`config.mk`:
```
export PLATFORM = sky130hd
export DESIGN_NAME = ift_decoder
export DESIGN_NICKNAME = d
export VERILOG_FILES = /design/src/ift_pkg.sv /design/src/ift_decoder.sv
export SDC_FILE = /design/constraint.sdc
export NUM_CORES = 1
export LEC_CHECK = 0
export BUFFER_PORTS_ARGS = -buffer_cell sky130_fd_sc_hd__buf_2
export CAP_MARGIN = 0
export CORE_MARGIN = 2
export CORE_UTILIZATION = 35
export DETAILED_ROUTE_END_ITERATION = 6
export GPL_TIMING_DRIVEN = 0
export PLACE_DENSITY = 0.7
export SYNTH_ARGS = -nofsm -noshare
export SYNTH_HDL_FRONTEND = slang
export SYNTH_SLANG_ARGS = --single-unit
```
`constraint.sdc`:
```
create_clock -name clk -period 3.3 [get_ports clk]
set_input_delay 0.99 -clock clk [delete_from_list [all_inputs] [get_ports clk]]
set_output_delay 0.99 -clock clk [all_outputs]
set_load 0.005 [all_outputs]
```
`src/ift_pkg.sv`:
```
package ift_pkg;

  // ****************************************************************
  // Timing
  // ****************************************************************
  localparam int CYCLE_CLOCKS = 4;
  localparam logic [1:0] PHASE_LAST = 2'h3;

  // ****************************************************************
  // Word layout
  // ****************************************************************
  localparam int DEST_BIT = 9;
  localparam int ACCESS_BIT = 8;
  localparam int BITSEL_LSB = 9;
  localparam int CALL_FAST_BIT = 8;
  localparam int RET_FAST_BIT = 0;
  localparam int TBL_WRITE_BIT = 2;
  localparam logic [3:0] SECOND_WORD_TAG = 4'hf;
  localparam logic [15:0] RESET_WORD = 16'h0000;

  // ****************************************************************
  // Opcode patterns
  // ****************************************************************
  localparam logic [3:0] OP_MOVE_FF = 4'hc;
  localparam logic [3:0] OP_REL_JUMP = 4'hd;
  localparam logic [3:0] OP_BIT_FIRST = 4'h7;
  localparam logic [3:0] OP_BIT_LAST = 4'hb;
  localparam logic [3:0] OP_BIT_SKIP_SET = 4'ha;
  localparam logic [3:0] OP_BIT_SKIP_CLR = 4'hb;
  localparam logic [7:0] OP_GOTO = 8'hef;
  localparam logic [6:0] OP_CALL = 7'h76;
  localparam logic [9:0] OP_LOAD_PTR = 10'h3b8;
  localparam logic [4:0] OP_COND_BRANCH = 5'h1c;
  localparam logic [4:0] OP_LITERAL = 5'h01;
  localparam logic [7:0] OP_LIT_RETURN = 8'h0c;
  localparam logic [7:0] OP_SET_BANK = 8'h01;
  localparam logic [7:0] OP_MISC = 8'h00;
  localparam logic [14:0] OP_RETURN = 15'h0009;
  localparam logic [14:0] OP_RET_INT = 15'h0008;
  localparam logic [11:0] OP_TABLE = 12'h000;
  localparam logic [4:0] OP_CMP_SKIP = 5'h0c;
  localparam logic [5:0] OP_DEC_SKIP = 6'h0b;
  localparam logic [5:0] OP_INC_SKIP = 6'h0f;
  localparam logic [5:0] OP_INC_SKIPNZ = 6'h12;
  localparam logic [5:0] OP_DEC_SKIPNZ = 6'h13;
  localparam logic [5:0] OP_EXT = 6'h3a;
  localparam logic [7:0] OP_EXT_MOVE = 8'heb;
  localparam logic [7:0] OP_EXT_PTR_LO = 8'he8;
  localparam logic [7:0] OP_EXT_PTR_HI = 8'he9;
  localparam logic [15:0] OP_EXT_CALLW = 16'h0014;

  // ****************************************************************
  // Types
  // ****************************************************************
  typedef enum logic [2:0] {
    IFT_CLASS_NOP,
    IFT_CLASS_BYTE,
    IFT_CLASS_BIT,
    IFT_CLASS_LITERAL,
    IFT_CLASS_CONTROL
  } ift_class_t;

  typedef enum logic [1:0] {
    IFT_EXEC,
    IFT_WORD2,
    IFT_SKIP,
    IFT_FLUSH
  } ift_state_t;

endpackage : ift_pkg

```
`src/ift_decoder.sv`:
```
`timescale 1ns/100ps
module ift_decoder (
  // Clock and reset
  input wire logic clk,
  input wire logic reset_n,
  // Fetch path
  input wire logic [15:0] instr_word,
  output logic fetch_take,
  // Datapath feedback and option
  input wire logic cond_true,
  input wire logic ext_enable,
  // Cycle timing
  output logic [1:0] phase,
  output logic cycle_end,
  output logic exec_valid,
  output logic nop_cycle,
  output logic discard_cycle,
  // Decoded instruction
  output ift_pkg::ift_class_t op_class,
  output logic [15:0] op_word,
  output logic two_word,
  output logic instr_known,
  output logic is_conditional,
  output logic changes_pc,
  // Operand fields
  output logic dest_file,
  output logic bank_from_bsr,
  output logic [2:0] bit_sel,
  output logic [7:0] bit_mask,
  output logic [7:0] file_addr,
  output logic [7:0] literal,
  output logic [1:0] pointer_sel,
  output logic fast_mode,
  output logic table_write,
  output logic [1:0] table_mode,
  output logic [19:0] long_operand,
  output logic [11:0] dest_addr
);

  // ****************************************************************
  // Registers
  // ****************************************************************
  logic [1:0] q;
  logic [15:0] ir;
  // Holds only the second half of a pair, never a word that executes
  logic [15:0] ir2;
  ift_pkg::ift_state_t state;
  ift_pkg::ift_state_t next_state;

  // ****************************************************************
  // Phase counter
  // ****************************************************************
  logic q_last;
  assign q_last = (q == ift_pkg::PHASE_LAST);

  // Free-running from reset, so the first fetch is three edges after release
  always_ff @(posedge clk or negedge reset_n) begin
    if (!reset_n) begin
      q <= 2'h0;
    end else begin
      q <= q + 2'h1;
    end
  end

  // ****************************************************************
  // Opcode decode
  // ****************************************************************
  // Six-bit prefix match shared by the skip and extended decodes
  function automatic logic ift_top6(input logic [15:0] w,
                                    input logic [5:0] p);
    return (w[15:10] == p);
  endfunction : ift_top6

  wire [3:0] op4 = ir[15:12];
  wire w_second = (op4 == ift_pkg::SECOND_WORD_TAG);
  wire w_movff = (op4 == ift_pkg::OP_MOVE_FF);
  wire w_goto = (ir[15:8] == ift_pkg::OP_GOTO);
  wire w_call = (ir[15:9] == ift_pkg::OP_CALL);
  wire w_lfsr = (ir[15:6] == ift_pkg::OP_LOAD_PTR);
  wire w_ext_blk = ift_top6(ir, ift_pkg::OP_EXT);
  wire w_ext_mov = (ir[15:8] == ift_pkg::OP_EXT_MOVE);
  wire w_callw = (ir == ift_pkg::OP_EXT_CALLW);
  wire w_ext_ptr = (ir[15:8] == ift_pkg::OP_EXT_PTR_LO) ||
                   (ir[15:8] == ift_pkg::OP_EXT_PTR_HI);
  wire w_ext = w_ext_blk || w_callw;
  wire w_misc = (ir[15:8] == ift_pkg::OP_MISC);
  wire w_return = (ir[15:1] == ift_pkg::OP_RETURN);
  wire w_retfie = (ir[15:1] == ift_pkg::OP_RET_INT);
  wire w_table = (ir[15:4] == ift_pkg::OP_TABLE) && ir[3];
  wire w_retlw = (ir[15:8] == ift_pkg::OP_LIT_RETURN);
  wire w_movlb = (ir[15:8] == ift_pkg::OP_SET_BANK);
  wire w_litop = (ir[15:11] == ift_pkg::OP_LITERAL);
  wire w_rel = (op4 == ift_pkg::OP_REL_JUMP);
  wire w_bcond = (ir[15:11] == ift_pkg::OP_COND_BRANCH);
  wire w_bit = (op4 >= ift_pkg::OP_BIT_FIRST) &&
               (op4 <= ift_pkg::OP_BIT_LAST);
  wire w_bskip = (op4 == ift_pkg::OP_BIT_SKIP_SET) ||
                 (op4 == ift_pkg::OP_BIT_SKIP_CLR);
  wire w_fskip = (ir[15:11] == ift_pkg::OP_CMP_SKIP) ||
                 ift_top6(ir, ift_pkg::OP_DEC_SKIP) ||
                 ift_top6(ir, ift_pkg::OP_INC_SKIP) ||
                 ift_top6(ir, ift_pkg::OP_INC_SKIPNZ) ||
                 ift_top6(ir, ift_pkg::OP_DEC_SKIPNZ);

  // Extended opcodes decode as no-ops while the extended set is off
  wire w_known = !(w_ext && !ext_enable);
  wire w_ext_on = w_ext && ext_enable;
  // Link-release forms of pointer add/sub also return from the routine
  wire w_unlink = w_ext_ptr && (ir[7:6] == 2'h3) && ext_enable;

  // Exactly four base two-word forms; the extended move pair adds more
  wire w_two = w_movff || w_goto || w_call || w_lfsr ||
               (w_ext_mov && ext_enable);
  wire w_skip = w_bskip || w_fskip;
  wire w_cond = w_skip || w_bcond;
  wire w_jump = w_rel || w_return || w_retfie || w_retlw || w_unlink ||
                (w_callw && ext_enable);

  // ****************************************************************
  // Class selection
  // ****************************************************************
  // Priority matters: the second-word tag and disabled extended codes
  // must win over every real class
  ift_pkg::ift_class_t raw_class;
  always_comb begin
    if (w_second || !w_known) begin
      raw_class = ift_pkg::IFT_CLASS_NOP;
    end else if (w_bit) begin
      raw_class = ift_pkg::IFT_CLASS_BIT;
    end else if (w_litop || w_movlb || w_lfsr ||
                 (w_ext_on && !w_ext_mov && !w_callw)) begin
      raw_class = ift_pkg::IFT_CLASS_LITERAL;
    end else if (w_rel || w_bcond || w_goto || w_call || w_misc ||
                 w_callw) begin
      raw_class = ift_pkg::IFT_CLASS_CONTROL;
    end else begin
      raw_class = ift_pkg::IFT_CLASS_BYTE;
    end
  end

  wire in_exec = (state == ift_pkg::IFT_EXEC);
  wire in_word2 = (state == ift_pkg::IFT_WORD2);
  wire is_nop = (raw_class == ift_pkg::IFT_CLASS_NOP);
  wire cls_byte = (raw_class == ift_pkg::IFT_CLASS_BYTE);
  wire cls_bit = (raw_class == ift_pkg::IFT_CLASS_BIT);

  // ****************************************************************
  // Cycle sequencing
  // ****************************************************************
  always_comb begin
    next_state = state;
    // cond_true is read only on the closing edge of a conditional word,
    // so the datapath has the whole cycle to settle its test
    case (state)
      ift_pkg::IFT_EXEC: begin
        if (w_known && w_two) begin
          next_state = ift_pkg::IFT_WORD2;
        end else if (w_known && w_skip && cond_true) begin
          next_state = ift_pkg::IFT_SKIP;
        end else if (w_known && (w_jump || (w_bcond && cond_true))) begin
          next_state = ift_pkg::IFT_FLUSH;
        end else begin
          next_state = ift_pkg::IFT_EXEC;
        end
      end
      ift_pkg::IFT_WORD2: begin
        next_state = ift_pkg::IFT_EXEC;
      end
      ift_pkg::IFT_SKIP: begin
        // A skipped two-word instruction drops its second word too
        if (w_known && w_two) begin
          next_state = ift_pkg::IFT_FLUSH;
        end else begin
          next_state = ift_pkg::IFT_EXEC;
        end
      end
      ift_pkg::IFT_FLUSH: begin
        next_state = ift_pkg::IFT_EXEC;
      end
      default: begin
        next_state = ift_pkg::IFT_EXEC;
      end
    endcase
  end

  // Word and state change only at the end of an instruction cycle
  always_ff @(posedge clk or negedge reset_n) begin
    if (!reset_n) begin
      state <= ift_pkg::IFT_EXEC;
    end else if (q_last) begin
      state <= next_state;
    end
  end

  // The word fetched during a first word's cycle is its second word
  wire load_second = q_last && in_exec && w_known && w_two;

  always_ff @(posedge clk or negedge reset_n) begin
    if (!reset_n) begin
      ir <= ift_pkg::RESET_WORD;
    end else if (q_last && !load_second) begin
      ir <= instr_word;
    end
  end

  always_ff @(posedge clk or negedge reset_n) begin
    if (!reset_n) begin
      ir2 <= ift_pkg::RESET_WORD;
    end else if (load_second) begin
      ir2 <= instr_word;
    end
  end

  // ****************************************************************
  // Timing outputs
  // ****************************************************************
  assign phase = q;
  assign cycle_end = q_last;
  // The program counter lives in the program memory: this block only says when
  // a word is taken and which taken words must be thrown away
  assign fetch_take = q_last;
  assign discard_cycle = (state == ift_pkg::IFT_SKIP) ||
                         (state == ift_pkg::IFT_FLUSH);
  assign exec_valid = (in_exec || in_word2) && !is_nop;
  assign nop_cycle = !exec_valid;

  // ****************************************************************
  // Operand fields
  // ****************************************************************
  // Discarded cycles report a no-op so the datapath does nothing
  assign op_class = discard_cycle ? ift_pkg::IFT_CLASS_NOP : raw_class;
  assign op_word = ir;
  assign two_word = w_two && w_known;
  assign instr_known = w_known;
  assign is_conditional = w_cond && w_known;
  assign changes_pc = w_known && (w_jump || w_goto || w_call);

  assign dest_file = cls_byte && ir[ift_pkg::DEST_BIT];
  assign bank_from_bsr = (cls_byte || cls_bit) &&
                         ir[ift_pkg::ACCESS_BIT];
  assign bit_sel = cls_bit ? ir[ift_pkg::BITSEL_LSB +: 3] : 3'h0;
  assign bit_mask = cls_bit ? (8'h01 << bit_sel) : 8'h00;
  // File and literal fields follow the word in discarded cycles as well;
  // consumers qualify them with op_class
  assign file_addr = ir[7:0];
  assign literal = ir[7:0];

  // Pointer select sits in different places for load and add forms
  assign pointer_sel = w_lfsr ? ir[5:4] :
                       (w_ext_ptr ? ir[7:6] : 2'h0);

  assign fast_mode = w_known &&
                     ((w_call && ir[ift_pkg::CALL_FAST_BIT]) ||
                      ((w_return || w_retfie) &&
                       ir[ift_pkg::RET_FAST_BIT]));
  assign table_write = w_table && ir[ift_pkg::TBL_WRITE_BIT];
  assign table_mode = w_table ? ir[1:0] : 2'h0;

  // ****************************************************************
  // Double-word operands
  // ****************************************************************
  // Operands of the pair are valid only during the second cycle
  always_comb begin
    long_operand = 20'h00000;
    dest_addr = 12'h000;
    if (in_word2) begin
      if (w_goto || w_call) begin
        long_operand = {ir2[11:0], ir[7:0]};
      end else if (w_lfsr) begin
        long_operand = {8'h00, ir[3:0], ir2[7:0]};
      end else begin
        long_operand = {8'h00, ir[11:0]};
        dest_addr = ir2[11:0];
      end
    end else if (w_rel) begin
      long_operand = {9'h000, ir[10:0]};
    end else if (w_bcond) begin
      long_operand = {12'h000, ir[7:0]};
    end
  end

endmodule : ift_decoder

```
==> flow_metrics.tcl <==
set metrics [dict create \
    status "finished, final reports clean" \
    slew_violations 0 \
    viasPerCell 5.15 \
    hold_buffers 0 \
    cp_max_fo 10 \
    port_buffers 116 \
    grt-ovfl-total 0 \
    synthDistinctLibCells 51 \
    worst_pin_slew_ns 0.732 \
    grt_pass1_vias 2211 \
    tns_ns 0 \
    gr-usage-all-layers 0.192 \
    synth_ff_type "dfrtp_1" \
    cp-start-kind "register" \
    dr.pass1.iters 4 \
    synth.top_cells.by_area "dfrtp_1 33%, mux2_2 8.0%, buf_4 6.3%" \
    dieArea_mm2 0.00754 \
    max_freq_mhz 315 \
    wl_per_cell_um 16.0 \
    synth.avg_cell_area_um2 9.45 \
    drcViolationCount 0 \
    wl_mm 7.38 \
    p_leak_nw 1.72 \
    r2r_slack_ns 0.83 \
    cp-end-kind "output port" \
    yosysMostFrequentCell "dfrtp_1" \
    clockRootBuffer "clkbuf_8" \
    core_mm2 0.00672 \
    die_w_um 86.8 \
    cts_tree "built" \
    grt_max_degree 33 \
    netlist_area_mm2 0.00240 \
    critical_path_class "reg -> out" \
    yosysTopAreaCellShare 0.334 \
    yosysSeqAreaShare 0.334 \
    power_w 0.00118 \
    hpwl_mm 5.42 \
    path_cells "buf_4 > nand4b_4 > buf_4 > a211oi_4 > nor2_1 > clkbuf_2 > and2_1 > buf_2" \
    syn_to_final_growth_pct 37.1 \
    antenna_cells 0 \
    hold_violations 0 \
    ant_nets 0 \
    critPathRequiredTime_ns 2.31 \
    gp_congestion 0.907 \
    min_period_ns 3.17 \
    synth-seq-cells 32 \
    async_reset_ff_frac 1.00 \
    pin_count 117 \
    detailedRoute.firstIterationViolations 142 \
    rows 30 \
    slowest_delay_ns 0.38 \
    cpMostUsedCell "buf_4" \
    finalCritPeriodShare 0.961 \
    setup-violations-final 0 \
    clk_latency_ns 0.28 \
    fin_worst_skew_ns 0.00529 \
    crit_slowest_cell "dfrtp_1" \
    cts_sinks 32 \
    synth_top_cell_by_area "dfrtp_1" \
    cts.path.max_buffers 2 \
    antenna_found_initial 0 \
    critPathArrivalTime_ns 2.18 \
    fp.dieH_um 86.8 \
    cts_max_level 2 \
    ys_warn_count 0 \
    synth_common_cells "32 x dfrtp_1, 21 x and2_1, 20 x buf_4, 20 x nand2_1, 17 x mux2_2" \
    vdd_ir_drop_max_uv 205 \
    start_util 0.357 \
    cts-buffers-inserted 5 \
    slew_headroom 0.512 \
    maxCapViolCount 0 \
    synth_fp_nets 275 \
    synth_edf_count 0 \
    rsz0062_at_grt "false" \
    hold_class "reg -> reg" \
    power_density_mw_per_mm2 358 \
    drive_above_1_share 0.524 \
    synthCells 254 \
    grt_pass1_wl_mm 11.3 \
    finalNetCount 403 \
    path_clk_slew_ns 0.07 \
    vias 2381 \
]
==> critical path, delay by kind of cell (launching register included) <==
family,cells,cell delay (ns)
AO/OA/AOI/OAI,1,0.25
buffers and inverters,4,0.70
flip-flops,1,0.38
AND/OR/NAND/NOR,3,0.57
==> layer usage <==
layer  share of wire  routed length (um)  GRT usage  up-vias
met5               0                   0          0        -
met4           0.013                  97     0.0639        0
met3           0.073                 540     0.0419        9
met2            0.47                3450      0.303      105
met1            0.45                3290      0.260     1125
li1                -                   -          -     1142
==> power breakdown <==
part | switching, W | leakage, nW | total (W) | internal (W)
clock | 0.000140 | 0.0410 | 0.000284 | 0.000143
combinational | 0.000179 | 1.28 | 0.000370 | 0.000191
sequential | 0.0000755 | 0.392 | 0.000527 | 0.000451
==> stage by stage <==
step,hold slack [ns],instance area (um^2),setup WS (ns),utilization,instances
after global routing,0.474,3290,0.00340,0.490,462
after floorplan,0.444,2400,0.398,-,254
after global placement,0.432,3080,-0.0575,0.459,450
after detailed placement,0.442,3080,-0.0617,0.459,450
final,0.443,3290,0.129,0.490,462
after CTS,0.452,3220,0.0233,0.479,459
==> repair_timing <==
action | in CTS | in global routing
pin swaps | 1 | 1
cloned | 1 | 0
resized for setup | 11 | 12
hold endpoints to repair | 0 | 0
buffers inserted | 1 | 4
endpoints found under the setup margin | 23 | 33
==> final cells by class <==
type	instances	area, um^2
Buffer	30	205
Clock buffer	6	72.6
Clock inverter	1	5.00
Fill cell	655	3430
Inverter	10	37.5
Multi-Input combinational cell	181	1440
Sequential cell	32	801
Tap cell	80	100
Timing Repair Buffer	122	627
==> sequential cells by signal, indices dropped and copies added, names as in the netlist <==
signal / cells
phase: 2
ir2: 12
op_word: 16
state: 2
==> cells in the final DEF, fill, tap and decap left out, drive strengths merged, types with 2 or more instances in the layout <==
master and instances:
nor4bb 2, a21oi 5, nor2b 4, nand2b 8
nor3b 4, nor3 12, mux2i 2, buf 144
a32o 2, nand3 7, nor4 9, o21ai 5
a22o 7, nand2 20, nor2 14, o32ai 2
a31oi 3, o211ai 3, a21o 2, dfrtp 32
inv 10, o31ai 2, clkbuf 14, or2 3
nand3b 2, mux2 28, and2 21, nor4b 2
==> worst paths after layout <==
path                                         start                 endpoint  cells after the start
hold reg to reg                 phase[0]$_DFF_PN0_       phase[0]$_DFF_PN0_                      1
setup reg to reg           op_word[12]$_DFFE_PN0P_   op_word[9]$_DFFE_PN0P_                      8
hold / removal                  phase[0]$_DFF_PN0_       phase[0]$_DFF_PN0_                      1
min in group asynchronous                  reset_n  op_word[10]$_DFFE_PN0P_                      1
max in group asynchronous                  reset_n   op_word[4]$_DFFE_PN0P_                      1
setup / recovery           op_word[12]$_DFFE_PN0P_             dest_addr[9]                      8
==> cells by family after synthesis <==
group                    share of synthesized area
AO/OA/AOI/OAI                                0.129
XOR/XNOR                                   0.00365
adder cells (fa/ha/maj)                    0.00521
multiplexers                                 0.155
flip-flops                                   0.334
AND/OR/NAND/NOR                              0.274
buffers and inverters                       0.0990
(Power assumes the default switching activity.)
